## src/include/pb_seq_defs.svh

```systemverilog
`ifndef PB_SEQ_DEFS_SVH
`define PB_SEQ_DEFS_SVH
// Clock rate and the time base tick.
`define CLK_HZ 25000000
`define TICK_US 1000
`define TICK_CYCLES (`CLK_HZ / 1000000 * `TICK_US)
// Durations in milliseconds.
`define ON_DEBOUNCE_MS 128
`define BLANK_MS 512
`define OFF_DEBOUNCE_MS 32
`define RELEASE_DEBOUNCE_MS 32
`define FAILSAFE_MS 128
`define LOCKOUT_MS 256
// Least low time of the shutdown request, in microseconds.
`define SHDN_FILTER_US 30
`define SHDN_FILTER_CYCLES ((`SHDN_FILTER_US * `CLK_HZ + 999999) / 1000000)
// Width of the millisecond counters.
`define MS_W 16
`endif

```

## src/include/pb_seq_pkg.sv

```systemverilog
`default_nettype none
package pb_seq_pkg;
    typedef enum logic [7:0] {
        ST_IDLE = 8'h01,
        ST_ON_DEB = 8'h02,
        ST_BLANK = 8'h04,
        ST_REL_DEB = 8'h08,
        ST_RUN = 8'h10,
        ST_OFF_DEB = 8'h20,
        ST_FAILSAFE = 8'h40,
        ST_LOCKOUT = 8'h80
    } seq_state_t;
    typedef struct packed {
        logic [15:0] off_extend_ms;
        logic [15:0] failsafe_extend_ms;
    } ext_cfg_t;
    typedef struct packed {
        logic power_enable;
        logic host_alert_n;
    } seq_out_t;
endpackage
`default_nettype wire

```

## src/core/tick_gen.sv

```systemverilog
`include "pb_seq_defs.svh"
`default_nettype none
module tick_gen
    import pb_seq_pkg::*;
#(
    parameter int TICK_LEN = `TICK_CYCLES
)
(
    // Clock and reset.
    input wire logic clk,
    input wire logic rst_n,
    // One-cycle pulse per millisecond.
    output logic tick
);
    typedef struct packed {
        logic [15:0] cnt;
        logic tick;
    } tick_st_t;
    localparam logic [15:0] TICK_LAST = 16'(TICK_LEN - 1);
    tick_st_t st_ff;
    tick_st_t nxt_st;
    always_comb begin
        nxt_st = st_ff;
        nxt_st.tick = 1'b0;
        if (st_ff.cnt == TICK_LAST) begin
            nxt_st.cnt = 16'h0000;
            nxt_st.tick = 1'b1;
        end else begin
            nxt_st.cnt = st_ff.cnt + 16'h0001;
        end
    end
    always_ff @(posedge clk or negedge rst_n) begin
        if (!rst_n) begin
            st_ff <= '0;
        end else begin
            st_ff <= nxt_st;
        end
    end
    assign tick = st_ff.tick;
endmodule // tick_gen
`default_nettype wire

```

## src/core/pb_seq.sv

```systemverilog
// Function
// - At reset power enable is off and the converter stays off.
// - Turn on after pushbutton held low 128 ms; a high restarts count.
// - After enable, blank pushbutton and shutdown request for 512 ms.
// - Shutdown request still low at blanking end drops power enable.
// - After blanking, debounce button release for 32 ms before monitoring.
// - Turn-off needs button low 32 ms plus extension; high restarts.
// - Turn-off extension is configurable; zero extension gives 32 ms.
// - Valid turn-off debounce drives host alert low.
// - Failsafe 128 ms from alert; expiry drops enable.
// - Failsafe period extends by a configurable extra time.
// - Shutdown request low in failsafe drops enable at once.
// - Running, shutdown request low drops enable at once.
// - After power-off, debounce button release 32 ms before idle.
// - After a filtered shutdown request drops enable, ignore pushbutton for 256 ms.
// - Idle waits for a falling pushbutton edge to start power-on.
// - Parameter selects power enable polarity; timing is identical.
// - Shutdown request low acts only after persisting 30 us, except the unfiltered check at blanking end.
// - Lockout excludes on-debounce; fresh 128 ms debounce follows.
`include "pb_seq_defs.svh"
`default_nettype none
module pb_seq
    import pb_seq_pkg::*;
#(
    parameter bit ENABLE_ACTIVE_HIGH = 1'b1,
    // Tick and request filter lengths in clocks; shorten them only to speed up a run.
    parameter int TICK_LEN = `TICK_CYCLES,
    parameter int SD_FILT_LEN = `SHDN_FILTER_CYCLES
)
(
    // Clock and reset.
    input wire logic clk,
    input wire logic rst_n,
    // Pins from outside.
    input wire logic pushbutton_n,
    input wire logic shutdown_request_n,
    // Timer extensions in milliseconds.
    input wire ext_cfg_t ext_cfg,
    // Outputs.
    output logic power_enable,
    output logic host_alert_n
);
    typedef struct packed {
        logic [1:0] pb_sync;
        logic [1:0] sd_sync;
        logic pb_prev;
        logic [9:0] sd_low_cnt;
        logic sd_low;
        logic [`MS_W-1:0] ms_cnt;
        seq_state_t state;
        logic en_on;
        logic alert_n;
    } seq_st_t;
    localparam logic [9:0] SD_FILT = 10'(SD_FILT_LEN);
    localparam logic [`MS_W-1:0] ON_MS = `MS_W'(`ON_DEBOUNCE_MS);
    localparam logic [`MS_W-1:0] BLANK_T = `MS_W'(`BLANK_MS);
    localparam logic [`MS_W-1:0] REL_T = `MS_W'(`RELEASE_DEBOUNCE_MS);
    localparam logic [`MS_W-1:0] OFF_T = `MS_W'(`OFF_DEBOUNCE_MS);
    localparam logic [`MS_W-1:0] FS_T = `MS_W'(`FAILSAFE_MS);
    localparam logic [`MS_W-1:0] LOCK_T = `MS_W'(`LOCKOUT_MS);
    seq_st_t st_ff;
    seq_st_t nxt_st;
    logic tick;
    logic pb_low;
    logic [`MS_W:0] off_limit;
    logic [`MS_W:0] fs_limit;
    tick_gen #(.TICK_LEN(TICK_LEN)) u_tick (
        .clk(clk),
        .rst_n(rst_n),
        .tick(tick)
    );
    // True once the counter has passed the duration, so tick phase never makes a timer short.
    function automatic logic reached(input logic [`MS_W-1:0] cnt, input logic [`MS_W:0] lim);
        reached = ({1'b0, cnt} > lim);
    endfunction
    assign pb_low = ~st_ff.pb_sync[1];
    assign off_limit = {1'b0, OFF_T} + {1'b0, ext_cfg.off_extend_ms};
    assign fs_limit = {1'b0, FS_T} + {1'b0, ext_cfg.failsafe_extend_ms};
    always_comb begin
        nxt_st = st_ff;
        nxt_st.pb_sync = {st_ff.pb_sync[0], pushbutton_n};
        nxt_st.sd_sync = {st_ff.sd_sync[0], shutdown_request_n};
        nxt_st.pb_prev = st_ff.pb_sync[1];
        // Short low glitches on the request are filtered out.
        if (st_ff.sd_sync[1]) begin
            nxt_st.sd_low_cnt = 10'h000;
            nxt_st.sd_low = 1'b0;
        end else if (st_ff.sd_low_cnt >= SD_FILT - 10'h001) begin
            nxt_st.sd_low = 1'b1;
        end else begin
            nxt_st.sd_low_cnt = st_ff.sd_low_cnt + 10'h001;
        end
        if (tick) begin
            nxt_st.ms_cnt = st_ff.ms_cnt + `MS_W'(1);
        end
        case (st_ff.state)
            ST_IDLE: begin
                nxt_st.en_on = 1'b0;
                nxt_st.alert_n = 1'b1;
                nxt_st.ms_cnt = '0;
                if (st_ff.pb_prev && pb_low) begin
                    nxt_st.state = ST_ON_DEB;
                end
            end
            ST_ON_DEB: begin
                if (!pb_low) begin
                    nxt_st.state = ST_IDLE;
                end else if (reached(st_ff.ms_cnt, {1'b0, ON_MS})) begin
                    nxt_st.state = ST_BLANK;
                    nxt_st.en_on = 1'b1;
                    nxt_st.ms_cnt = '0;
                end
            end
            ST_BLANK: begin
                // Inputs are not looked at until the window ends.
                if (reached(st_ff.ms_cnt, {1'b0, BLANK_T})) begin
                    nxt_st.ms_cnt = '0;
                    if (!st_ff.sd_sync[1]) begin
                        nxt_st.en_on = 1'b0;
                        nxt_st.state = ST_REL_DEB;
                    end else begin
                        nxt_st.state = ST_REL_DEB;
                    end
                end
            end
            ST_REL_DEB: begin
                // Shared release debounce: after power-on it leads to run, after off to idle.
                if (pb_low) begin
                    nxt_st.ms_cnt = '0;
                end else if (reached(st_ff.ms_cnt, {1'b0, REL_T})) begin
                    nxt_st.ms_cnt = '0;
                    nxt_st.state = st_ff.en_on ? ST_RUN : ST_IDLE;
                end
                if (st_ff.en_on && st_ff.sd_low) begin
                    nxt_st.en_on = 1'b0;
                    nxt_st.ms_cnt = '0;
                    nxt_st.state = ST_LOCKOUT;
                end
            end
            ST_RUN: begin
                nxt_st.ms_cnt = '0;
                if (st_ff.sd_low) begin
                    nxt_st.en_on = 1'b0;
                    nxt_st.state = ST_LOCKOUT;
                end else if (pb_low) begin
                    nxt_st.state = ST_OFF_DEB;
                end
            end
            ST_OFF_DEB: begin
                if (st_ff.sd_low) begin
                    nxt_st.en_on = 1'b0;
                    nxt_st.ms_cnt = '0;
                    nxt_st.state = ST_LOCKOUT;
                end else if (!pb_low) begin
                    nxt_st.state = ST_RUN;
                end else if (reached(st_ff.ms_cnt, off_limit)) begin
                    nxt_st.alert_n = 1'b0;
                    nxt_st.ms_cnt = '0;
                    nxt_st.state = ST_FAILSAFE;
                end
            end
            ST_FAILSAFE: begin
                if (st_ff.sd_low) begin
                    nxt_st.en_on = 1'b0;
                    nxt_st.ms_cnt = '0;
                    nxt_st.state = ST_LOCKOUT;
                end else if (reached(st_ff.ms_cnt, fs_limit)) begin
                    nxt_st.en_on = 1'b0;
                    nxt_st.ms_cnt = '0;
                    nxt_st.state = ST_REL_DEB;
                end
            end
            ST_LOCKOUT: begin
                // Supply decays here; the button cannot restart it early.
                if (reached(st_ff.ms_cnt, {1'b0, LOCK_T})) begin
                    nxt_st.ms_cnt = '0;
                    nxt_st.state = ST_REL_DEB;
                end
            end
            default: begin
                nxt_st.state = ST_IDLE;
                nxt_st.en_on = 1'b0;
            end
        endcase
    end
    always_ff @(posedge clk or negedge rst_n) begin
        if (!rst_n) begin
            st_ff <= '{pb_sync: 2'b11, sd_sync: 2'b11, pb_prev: 1'b1, sd_low_cnt: 10'h000,
                       sd_low: 1'b0, ms_cnt: '0, state: ST_IDLE, en_on: 1'b0,
                       alert_n: 1'b1};
        end else begin
            st_ff <= nxt_st;
        end
    end
    // Polarity applies only at the pin, so both variants share all timing.
    seq_out_t out_ff;
    always_ff @(posedge clk or negedge rst_n) begin
        if (!rst_n) begin
            out_ff <= '{power_enable: ~ENABLE_ACTIVE_HIGH, host_alert_n: 1'b1};
        end else begin
            out_ff.power_enable <= nxt_st.en_on ~^ ENABLE_ACTIVE_HIGH;
            out_ff.host_alert_n <= nxt_st.alert_n | ~nxt_st.en_on;
        end
    end
    assign power_enable = out_ff.power_enable;
    assign host_alert_n = out_ff.host_alert_n;
endmodule // pb_seq
`default_nettype wire

```

## config.mk

```make
export PLATFORM = sky130hd
export DESIGN_NAME = pb_seq
export DESIGN_NICKNAME = d
export VERILOG_FILES = /design/src/include/pb_seq_pkg.sv /design/src/core/tick_gen.sv /design/src/core/pb_seq.sv
export VERILOG_INCLUDE_DIRS = /design/src /design/src/include
export SDC_FILE = /design/constraint.sdc
export NUM_CORES = 1
export LEC_CHECK = 0
export ABC_CLOCK_PERIOD_IN_PS = 3000
export BUFFER_PORTS_ARGS = -buffer_cell sky130_fd_sc_hd__clkbuf_2
export CAP_MARGIN = 10
export CORE_MARGIN = 2
export CORE_UTILIZATION = 45
export DETAILED_ROUTE_END_ITERATION = 7
export PLACE_DENSITY = 0.63
export SYNTH_ARGS = -nofsm -noshare
export SYNTH_HDL_FRONTEND = slang
export SYNTH_HIERARCHICAL = 1
export SYNTH_SLANG_ARGS = --single-unit
export TNS_END_PERCENT = 1
```

## constraint.sdc

```tcl
create_clock -name clk -period 3 [get_ports clk]
set_input_delay 0.15 -clock clk [delete_from_list [all_inputs] [get_ports clk]]
set_output_delay 0.15 -clock clk [all_outputs]
set_load 0.005 [all_outputs]
```

==> impl_metrics.py, run 1 <==
metrics = {
    "outcome": {
        "status": "finished, final reports clean",
    },
    "synth": {
        "postSynthCellCount": 446,
        "async_flop_share_pct": 100.0,
        "synth_xor_area_share_pct": 10.99,
        "yosys.area_share.adder_pct": 12.08,
        "synth_seq_area_share_pct": 36.48,
        "ys_ff_latch": 60,
        "synth_nets": 522,
        "avgSynthCellArea_um2": 9.289,
        "synthesis.area_um2": 4143,
        "synth-simple-area-share_pct": 26.76,
        "synth_flop_cell": "dfrtp_1",
        "synth_cell_types": 52,
        "synth_top_family_by_area": "simple AND/OR/NAND/NOR gates",
        "synth_mux_area_share_pct": 0.7853,
        "synth_warnings": 6,
        "synth_compound_area_share_pct": 10.09,
        "synth_edf_count": 0,
    },
    "timing": {
        "min_period_ns": 2.827,
        "hold_slack_ns": 0.3559,
        "worst_pin_slew_ns": 0.9898,
        "setup-tns-final_ns": 0,
        "min_period_over_period_pct": 94.22,
        "finalSetupViolCount": 0,
        "fmax_mhz": 353.8,
        "maxSlewViolCount": 0,
        "worst_clock_skew_ns": 0.01154,
        "hold_viol_final": 0,
        "slew_headroom_pct": 34.02,
    },
    "clock_network": {
        "cts_tree": "yes",
        "cts_buffer_depth": 2,
        "numCtsBuffers": 9,
        "cts_num_sinks": 60,
        "root_buffer": "clkbuf_8",
        "path_clk_slew_ns": 0.07,
        "cts_setup_buffers": 0,
        "htreeDepth": 3,
        "clk_latency_ns": 0.34,
    },
    "finish": {
        "syn_to_final_growth_pct": 18.39,
        "nFillCells": 841,
        "drive_gt1_share_pct": 18.88,
        "nets": 590,
        "fin_cells": 630,
        "num_antenna_cells": 0,
    },
    "route": {
        "ant_nets": 0,
        "totalWireLength_mm": 9.506,
        "via_count": 3509,
        "drt_iter0_drc": 271,
        "drc": 0,
        "via_per_inst": 5.570,
        "first_pass_iters": 4,
        "wl_per_cell_um": 15.09,
    },
    "critical_path": {
        "cp_cell_sequence": "clkbuf_2, and3_1, and2_1, and3_1, nand4_1, xor2_1, ha_1, nand3_1, or3_1, a31oi_1, o31ai_2, o21a_1, nor4b_4, buf_12, nor2_1",
        "crit_top_cell": "and3_1",
        "worstPathMaxFanout": 16,
        "ff2ff_setup_slack_ns": 0.19,
        "end_kind": "register",
        "crit_required_ns": 3.22,
        "critPathMaxStageDelay_ns": 0.41,
        "timing.rr.end": "st_ff[3]",
        "crit_family": "simple AND/OR/NAND/NOR gates",
        "path_buf_inv": 2,
        "arrival_ns": 3.05,
        "worstRegToRegCells": 8,
        "reg2reg_from": "st_ff[16]",
        "critPathLaunchType": "primary input",
        "slowest_stage": "or3_1",
        "criticalPathCategory": "primary input to register",
        "cp-startpoint": "ext_cfg[25]",
    },
    "floorplan": {
        "die_h_um": 99.95,
        "core_area_um2": 9065,
        "start_util_pct": 45.70,
        "fp.dieArea_um2": 9990,
        "die_x_um": 99.95,
        "num_rows": 35,
        "ioPinCount": 38,
    },
    "power": {
        "ir_drop_uv": 226.0,
        "power.density_nw_per_um2": 441.4,
        "p_leak_nw": 2.336,
        "fin_total_pwr_mw": 2.165,
        "p_int_mw": 1.565,
        "sw_frac_of_total_pct": 27.72,
        "pwr-share-comb_pct": 20.0,
        "p_seq_share_pct": 40.3,
        "p_switching_uw": 600.1,
        "pwr-share-clk_pct": 39.7,
    },
    "global_route": {
        "grt_overflow": 0,
        "antenna_found_initial": 0,
        "grt_pass1_vias": 3438,
        "grt_max_degree": 40,
        "grt_pass1_wl_mm": 15.70,
        "grt_usage_pct": 19.99,
    },
    "hold_path": {
        "holdPathStages": 0,
        "min_to": "st_ff[39]",
        "min_from": "nxt_st[39]",
        "hold_path_class": "register to register",
    },
    "placed_design": {
        "place.port_buffers": 37,
        "globalplace.congestion": 0.8601,
        "dp.cells": 611,
        "hpwl_mm": 7.237,
    },
    "run": {
        "cap_violations": 0,
    },
}
power groups by stage:
stage               clock network [mW]  logic (mW)  registers, mW
floorplan                            0       0.276          0.875
global placement                     0       0.418          0.885
detailed placement                   0       0.425          0.887
CTS                              0.880       0.431          0.872
global route                     0.915       0.474          0.876
finish                           0.859       0.434          0.872
how the worst max path moves through the flow:
stage / end / slack (ns) / cells past startpoint
after floorplan: st_ff[17] / 0.12 / 14
after global placement: st_ff[6] / -0.1 / 12
after detailed placement: st_ff[3] / -0.13 / 15
after CTS: st_ff[3] / 0.18 / 8
after global routing: st_ff[6] / -0.003 / 14
final: st_ff[25] / 0.17 / 15
kinds of logic after synthesis:
family,after synthesis
buffers and inverters,29
AO/OA/AOI/OAI,64
AND/OR/NAND/NOR,198
adder cells (fa/ha/maj),40
XOR/XNOR,52
multiplexers,3
flip-flops,60
metal layers:
layer	vias to the layer above	part of all wire, %	global-route usage (%)	routed length [um]
li1	1758	-	-	-
met1	1661	46	25.99	4368
met2	73	48	32.95	4574
met3	17	3.9	3.900	375
met4	0	2.0	7.903	189
met5	-	0	0	0
area by class of cell:
cell class / instances / area, um2 / area share (%)
inverters: 22 / 82.58 / 1.684
clock inverters: 3 / 67.56 / 1.378
multi-input cells: 357 / 2527 / 51.53
repair buffers: 64 / 407.9 / 8.316
clock buffers: 13 / 168.9 / 3.444
flip-flops and latches: 60 / 1511 / 30.82
well taps: 111 / 138.9 / 2.832
synth_stat cells, types with 3 or more instances:
library cell / instances / area [um2]
and4_1: 5 / 43.79
o31ai_1: 3 / 22.52
and2_1: 3 / 18.77
and3_1: 13 / 81.33
nor3_1: 12 / 60.06
nand2_1: 27 / 101.4
a21oi_1: 19 / 95.09
a41oi_1: 3 / 26.28
o21ai_0: 11 / 55.05
o21a_1: 5 / 37.54
xor2_1: 37 / 324.1
dfstp_2: 8 / 210.2
a31oi_1: 4 / 25.02
nand4b_1: 4 / 35.03
nand2b_1: 6 / 37.54
nand4_1: 23 / 143.9
dfrtp_1: 52 / 1301
nor2b_1: 4 / 25.02
nor2_1: 48 / 180.2
and4b_1: 3 / 30.03
clkbuf_1: 6 / 22.52
ha_1: 40 / 500.5
a21o_1: 5 / 37.54
xnor2_1: 15 / 131.4
inv_1: 22 / 82.58
nor4_1: 7 / 43.79
nand3_1: 27 / 135.1
state kept, by name, summed over array words and instances, names as in the netlist:
signal,count
st_ff,38
power_enable,1
u_tick/st_ff,16
nxt_st,3
host_alert_n,1
u_tick/tick,1
cell usage in the layout, fill, tap and decap left out, types with 2 or more instances in the layout:
cell           count
o2111ai_1          2
o22ai_1            2
and3_1            13
a31oi_1            4
a21oi_1           19
or3_1              2
and4b_1            3
a21o_1             5
clkbuf_2          37
and4_4             2
o21a_1             5
nand2_1           27
clkbuf_8          12
nor4_4             2
buf_4             23
or4_1              2
mux2_2             2
o21ai_0           11
nor4_1             7
nand4_1           23
nand4b_1           4
and2_1             3
bufinv_16          2
dfrtp_1           52
nand2b_1           6
nand3b_1           2
ha_1              40
and4_1             5
nor3_1            12
a41oi_1            3
dfstp_2            8
dlygate4sd3_1      3
inv_1             22
nor2b_1            4
nand3_1           27
nor2_1            48
a211oi_1           2
xor2_1            37
xnor2_1           15
o31ai_1            2
metrics by stage:
step           util, %  cell area (um2)  worst slack, ns
2_1_floorplan        -             4143           0.1233
5_1_grt          54.11             4905        -0.002568
3_3_place_gp     51.03             4626         -0.09714
3_5_place_dp     51.03             4626          -0.1273
4_1_cts          53.97             4892           0.1797
6_report         54.11             4905           0.1733
timing repair:
action                     CTS  global route
resized for setup            0             2
hold buffers                 3             0
setup endpoints to repair    0            17
hold endpoints to repair     7             0
Power figures use the tool's default switching activity.
==> run 2, diff against run 1 <==
Settings changed: SETUP_SLACK_MARGIN set to 0.2.
==> run 2 against run 1 <==
Compared with the run above:
- die area unchanged
- count of clock-buffer cells in the layout unchanged
- clock power up 13%
- final cell count down 0.48%
- combinational power down 2%
- non-clock buffer count down 3
- worst setup slack better by 0.20 ns
- sequential power up 0.5%
- maximum frequency up 7.5%
- sequential share of layout area down 0.16 points
- critical path type unchanged
==> impl_metrics.py, run 2 (synthesis gave the netlist of run 1 again) <==
metrics = {
    "critical_path": {
        "timing.rr.end": "st_ff[3]",
        "worstRegToRegCells": 9,
        "criticalPathCategory": "primary input to register",
        "worstPathMaxFanout": 8,
        "crit_required_ns": 3.24,
        "arrival_ns": 2.87,
        "ff2ff_setup_slack_ns": 0.37,
        "critPathLaunchType": "primary input",
        "cp-startpoint": "ext_cfg[24]",
        "reg2reg_from": "st_ff[22]",
        "end_kind": "register",
    },
    "placed_design": {
        "hpwl_mm": 7.253,
        "place.port_buffers": 37,
        "globalplace.congestion": 0.9453,
        "dp.cells": 607,
    },
    "global_route": {
        "grt_pass1_wl_mm": 16.34,
        "antenna_found_initial": 0,
        "grt_overflow": 0,
        "grt_usage_pct": 20.62,
        "grt_max_degree": 45,
        "grt_pass1_vias": 3564,
    },
    "timing": {
        "hold_slack_ns": 0.2599,
        "fmax_mhz": 380.4,
        "worst_pin_slew_ns": 0.5526,
        "min_period_ns": 2.629,
        "rsz0062_at_grt": "no",
        "slew_headroom_pct": 63.16,
        "min_period_over_period_pct": 87.62,
        "setup-tns-final_ns": 0,
        "hold_viol_final": 0,
        "maxSlewViolCount": 0,
        "finalSetupViolCount": 0,
        "worst_clock_skew_ns": 0.009624,
    },
    "power": {
        "p_leak_nw": 2.339,
        "ir_drop_uv": 343.8,
        "fin_total_pwr_mw": 2.271,
        "power.density_nw_per_um2": 460.6,
    },
    "clock_network": {
        "cts_num_sinks": 60,
        "cts_tree": "yes",
        "root_buffer": "clkbuf_8",
        "cts_buffer_depth": 2,
        "clk_latency_ns": 0.35,
        "htreeDepth": 3,
        "path_clk_slew_ns": 0.07,
        "numCtsBuffers": 9,
    },
    "floorplan": {
        "die_x_um": 99.95,
        "fp.dieArea_um2": 9990,
        "num_rows": 35,
        "start_util_pct": 45.70,
        "ioPinCount": 38,
        "core_area_um2": 9065,
        "die_h_um": 99.95,
    },
    "route": {
        "via_per_inst": 5.721,
        "drc": 0,
        "ant_nets": 0,
        "via_count": 3587,
        "wl_per_cell_um": 15.52,
        "first_pass_iters": 4,
        "drt_iter0_drc": 190,
        "totalWireLength_mm": 9.731,
    },
    "finish": {
        "syn_to_final_growth_pct": 19.03,
        "layout_commonest_cell": "dfrtp_1",
        "utilization_pct": 54.40,
        "num_antenna_cells": 0,
        "nets": 587,
        "multi_input_comb_area_um2": 2556,
        "largest_register": "st_ff",
        "drive_gt1_share_pct": 19.57,
        "largest_reg_flops": 38,
        "mostFrequentLayoutCells": "52 x dfrtp_1, 48 x nor2_1, 40 x ha_1",
        "fin_cells": 627,
        "nFillCells": 795,
        "seq_area_um2": 1511,
    },
    "hold_path": {
        "hold_path_class": "primary input to asynchronous set/reset pin",
    },
    "run": {
        "cap_violations": 0,
    },
    "outcome": {
        "status": "finished, final reports clean",
    },
}
-- run 2: worst max-delay path: stages --
cell	delay (ns)
clkbuf_2	0.11
and3_4	0.18
and2_4	0.16
and3_4	0.18
nand4_1	0.09
xor2_1	0.18
ha_1	0.33
nand3_2	0.09
or3_1	0.32
a31oi_1	0.18
o31ai_2	0.13
o21a_1	0.24
nor4b_4	0.28
buf_4	0.20
nor2_1	0.05
-- run 2: worst max-delay path by stage --
stage,to,cells after the start,slack [ns]
after floorplan,st_ff[17],14,0.21
after global placement,st_ff[18],15,0.07
after detailed placement,st_ff[18],15,0.0006
after CTS,st_ff[3],8,0.27
after global routing,st_ff[15],15,0.20
final,st_ff[16],15,0.37
-- run 2: final cells by class --
| cell class | count | area share, % |
|---|---|---|
| Inverter | 22 | 1.675 |
| Multi-Input combinational cell | 357 | 51.84 |
| Sequential cell | 60 | 30.65 |
| Clock buffer | 13 | 3.629 |
| Tap cell | 111 | 2.817 |
| Timing Repair Buffer | 61 | 7.562 |
| Clock inverter | 3 | 1.827 |
-- run 2: power breakdown --
group	internal (mW)	switching, mW	total, mW
Clock	0.643	0.328	0.971
Combinational	0.191	0.234	0.425
Sequential	0.838	0.0376	0.876
Total	1.67	0.599	2.27
-- run 2: repair_timing --
item | in CTS | in global routing
endpoints found under the setup margin | 0 | 4
setup buffers | 0 | 1
hold buffers | 3 | 0
resized for setup | 0 | 4
endpoints found under the hold margin | 16 | 0
-- run 2: per-layer routing --
| layer | vias up | wire, um | global-route usage [%] |
|---|---|---|---|
| met3 | 17 | 479 | 4.109 |
| li1 | 1761 | - | - |
| met4 | 0 | 220 | 7.376 |
| met5 | - | 0 | 0 |
| met2 | 102 | 4739 | 35.34 |
| met1 | 1707 | 4292 | 25.95 |
-- run 2: through the flow --
step                worst slack (ns)  cell area [um2]
floorplan                     0.2104             4165
global placement             0.07462             4606
detailed placement         0.0005524             4606
CTS                           0.2658             4905
global route                  0.2039             4931
finish                        0.3713             4931
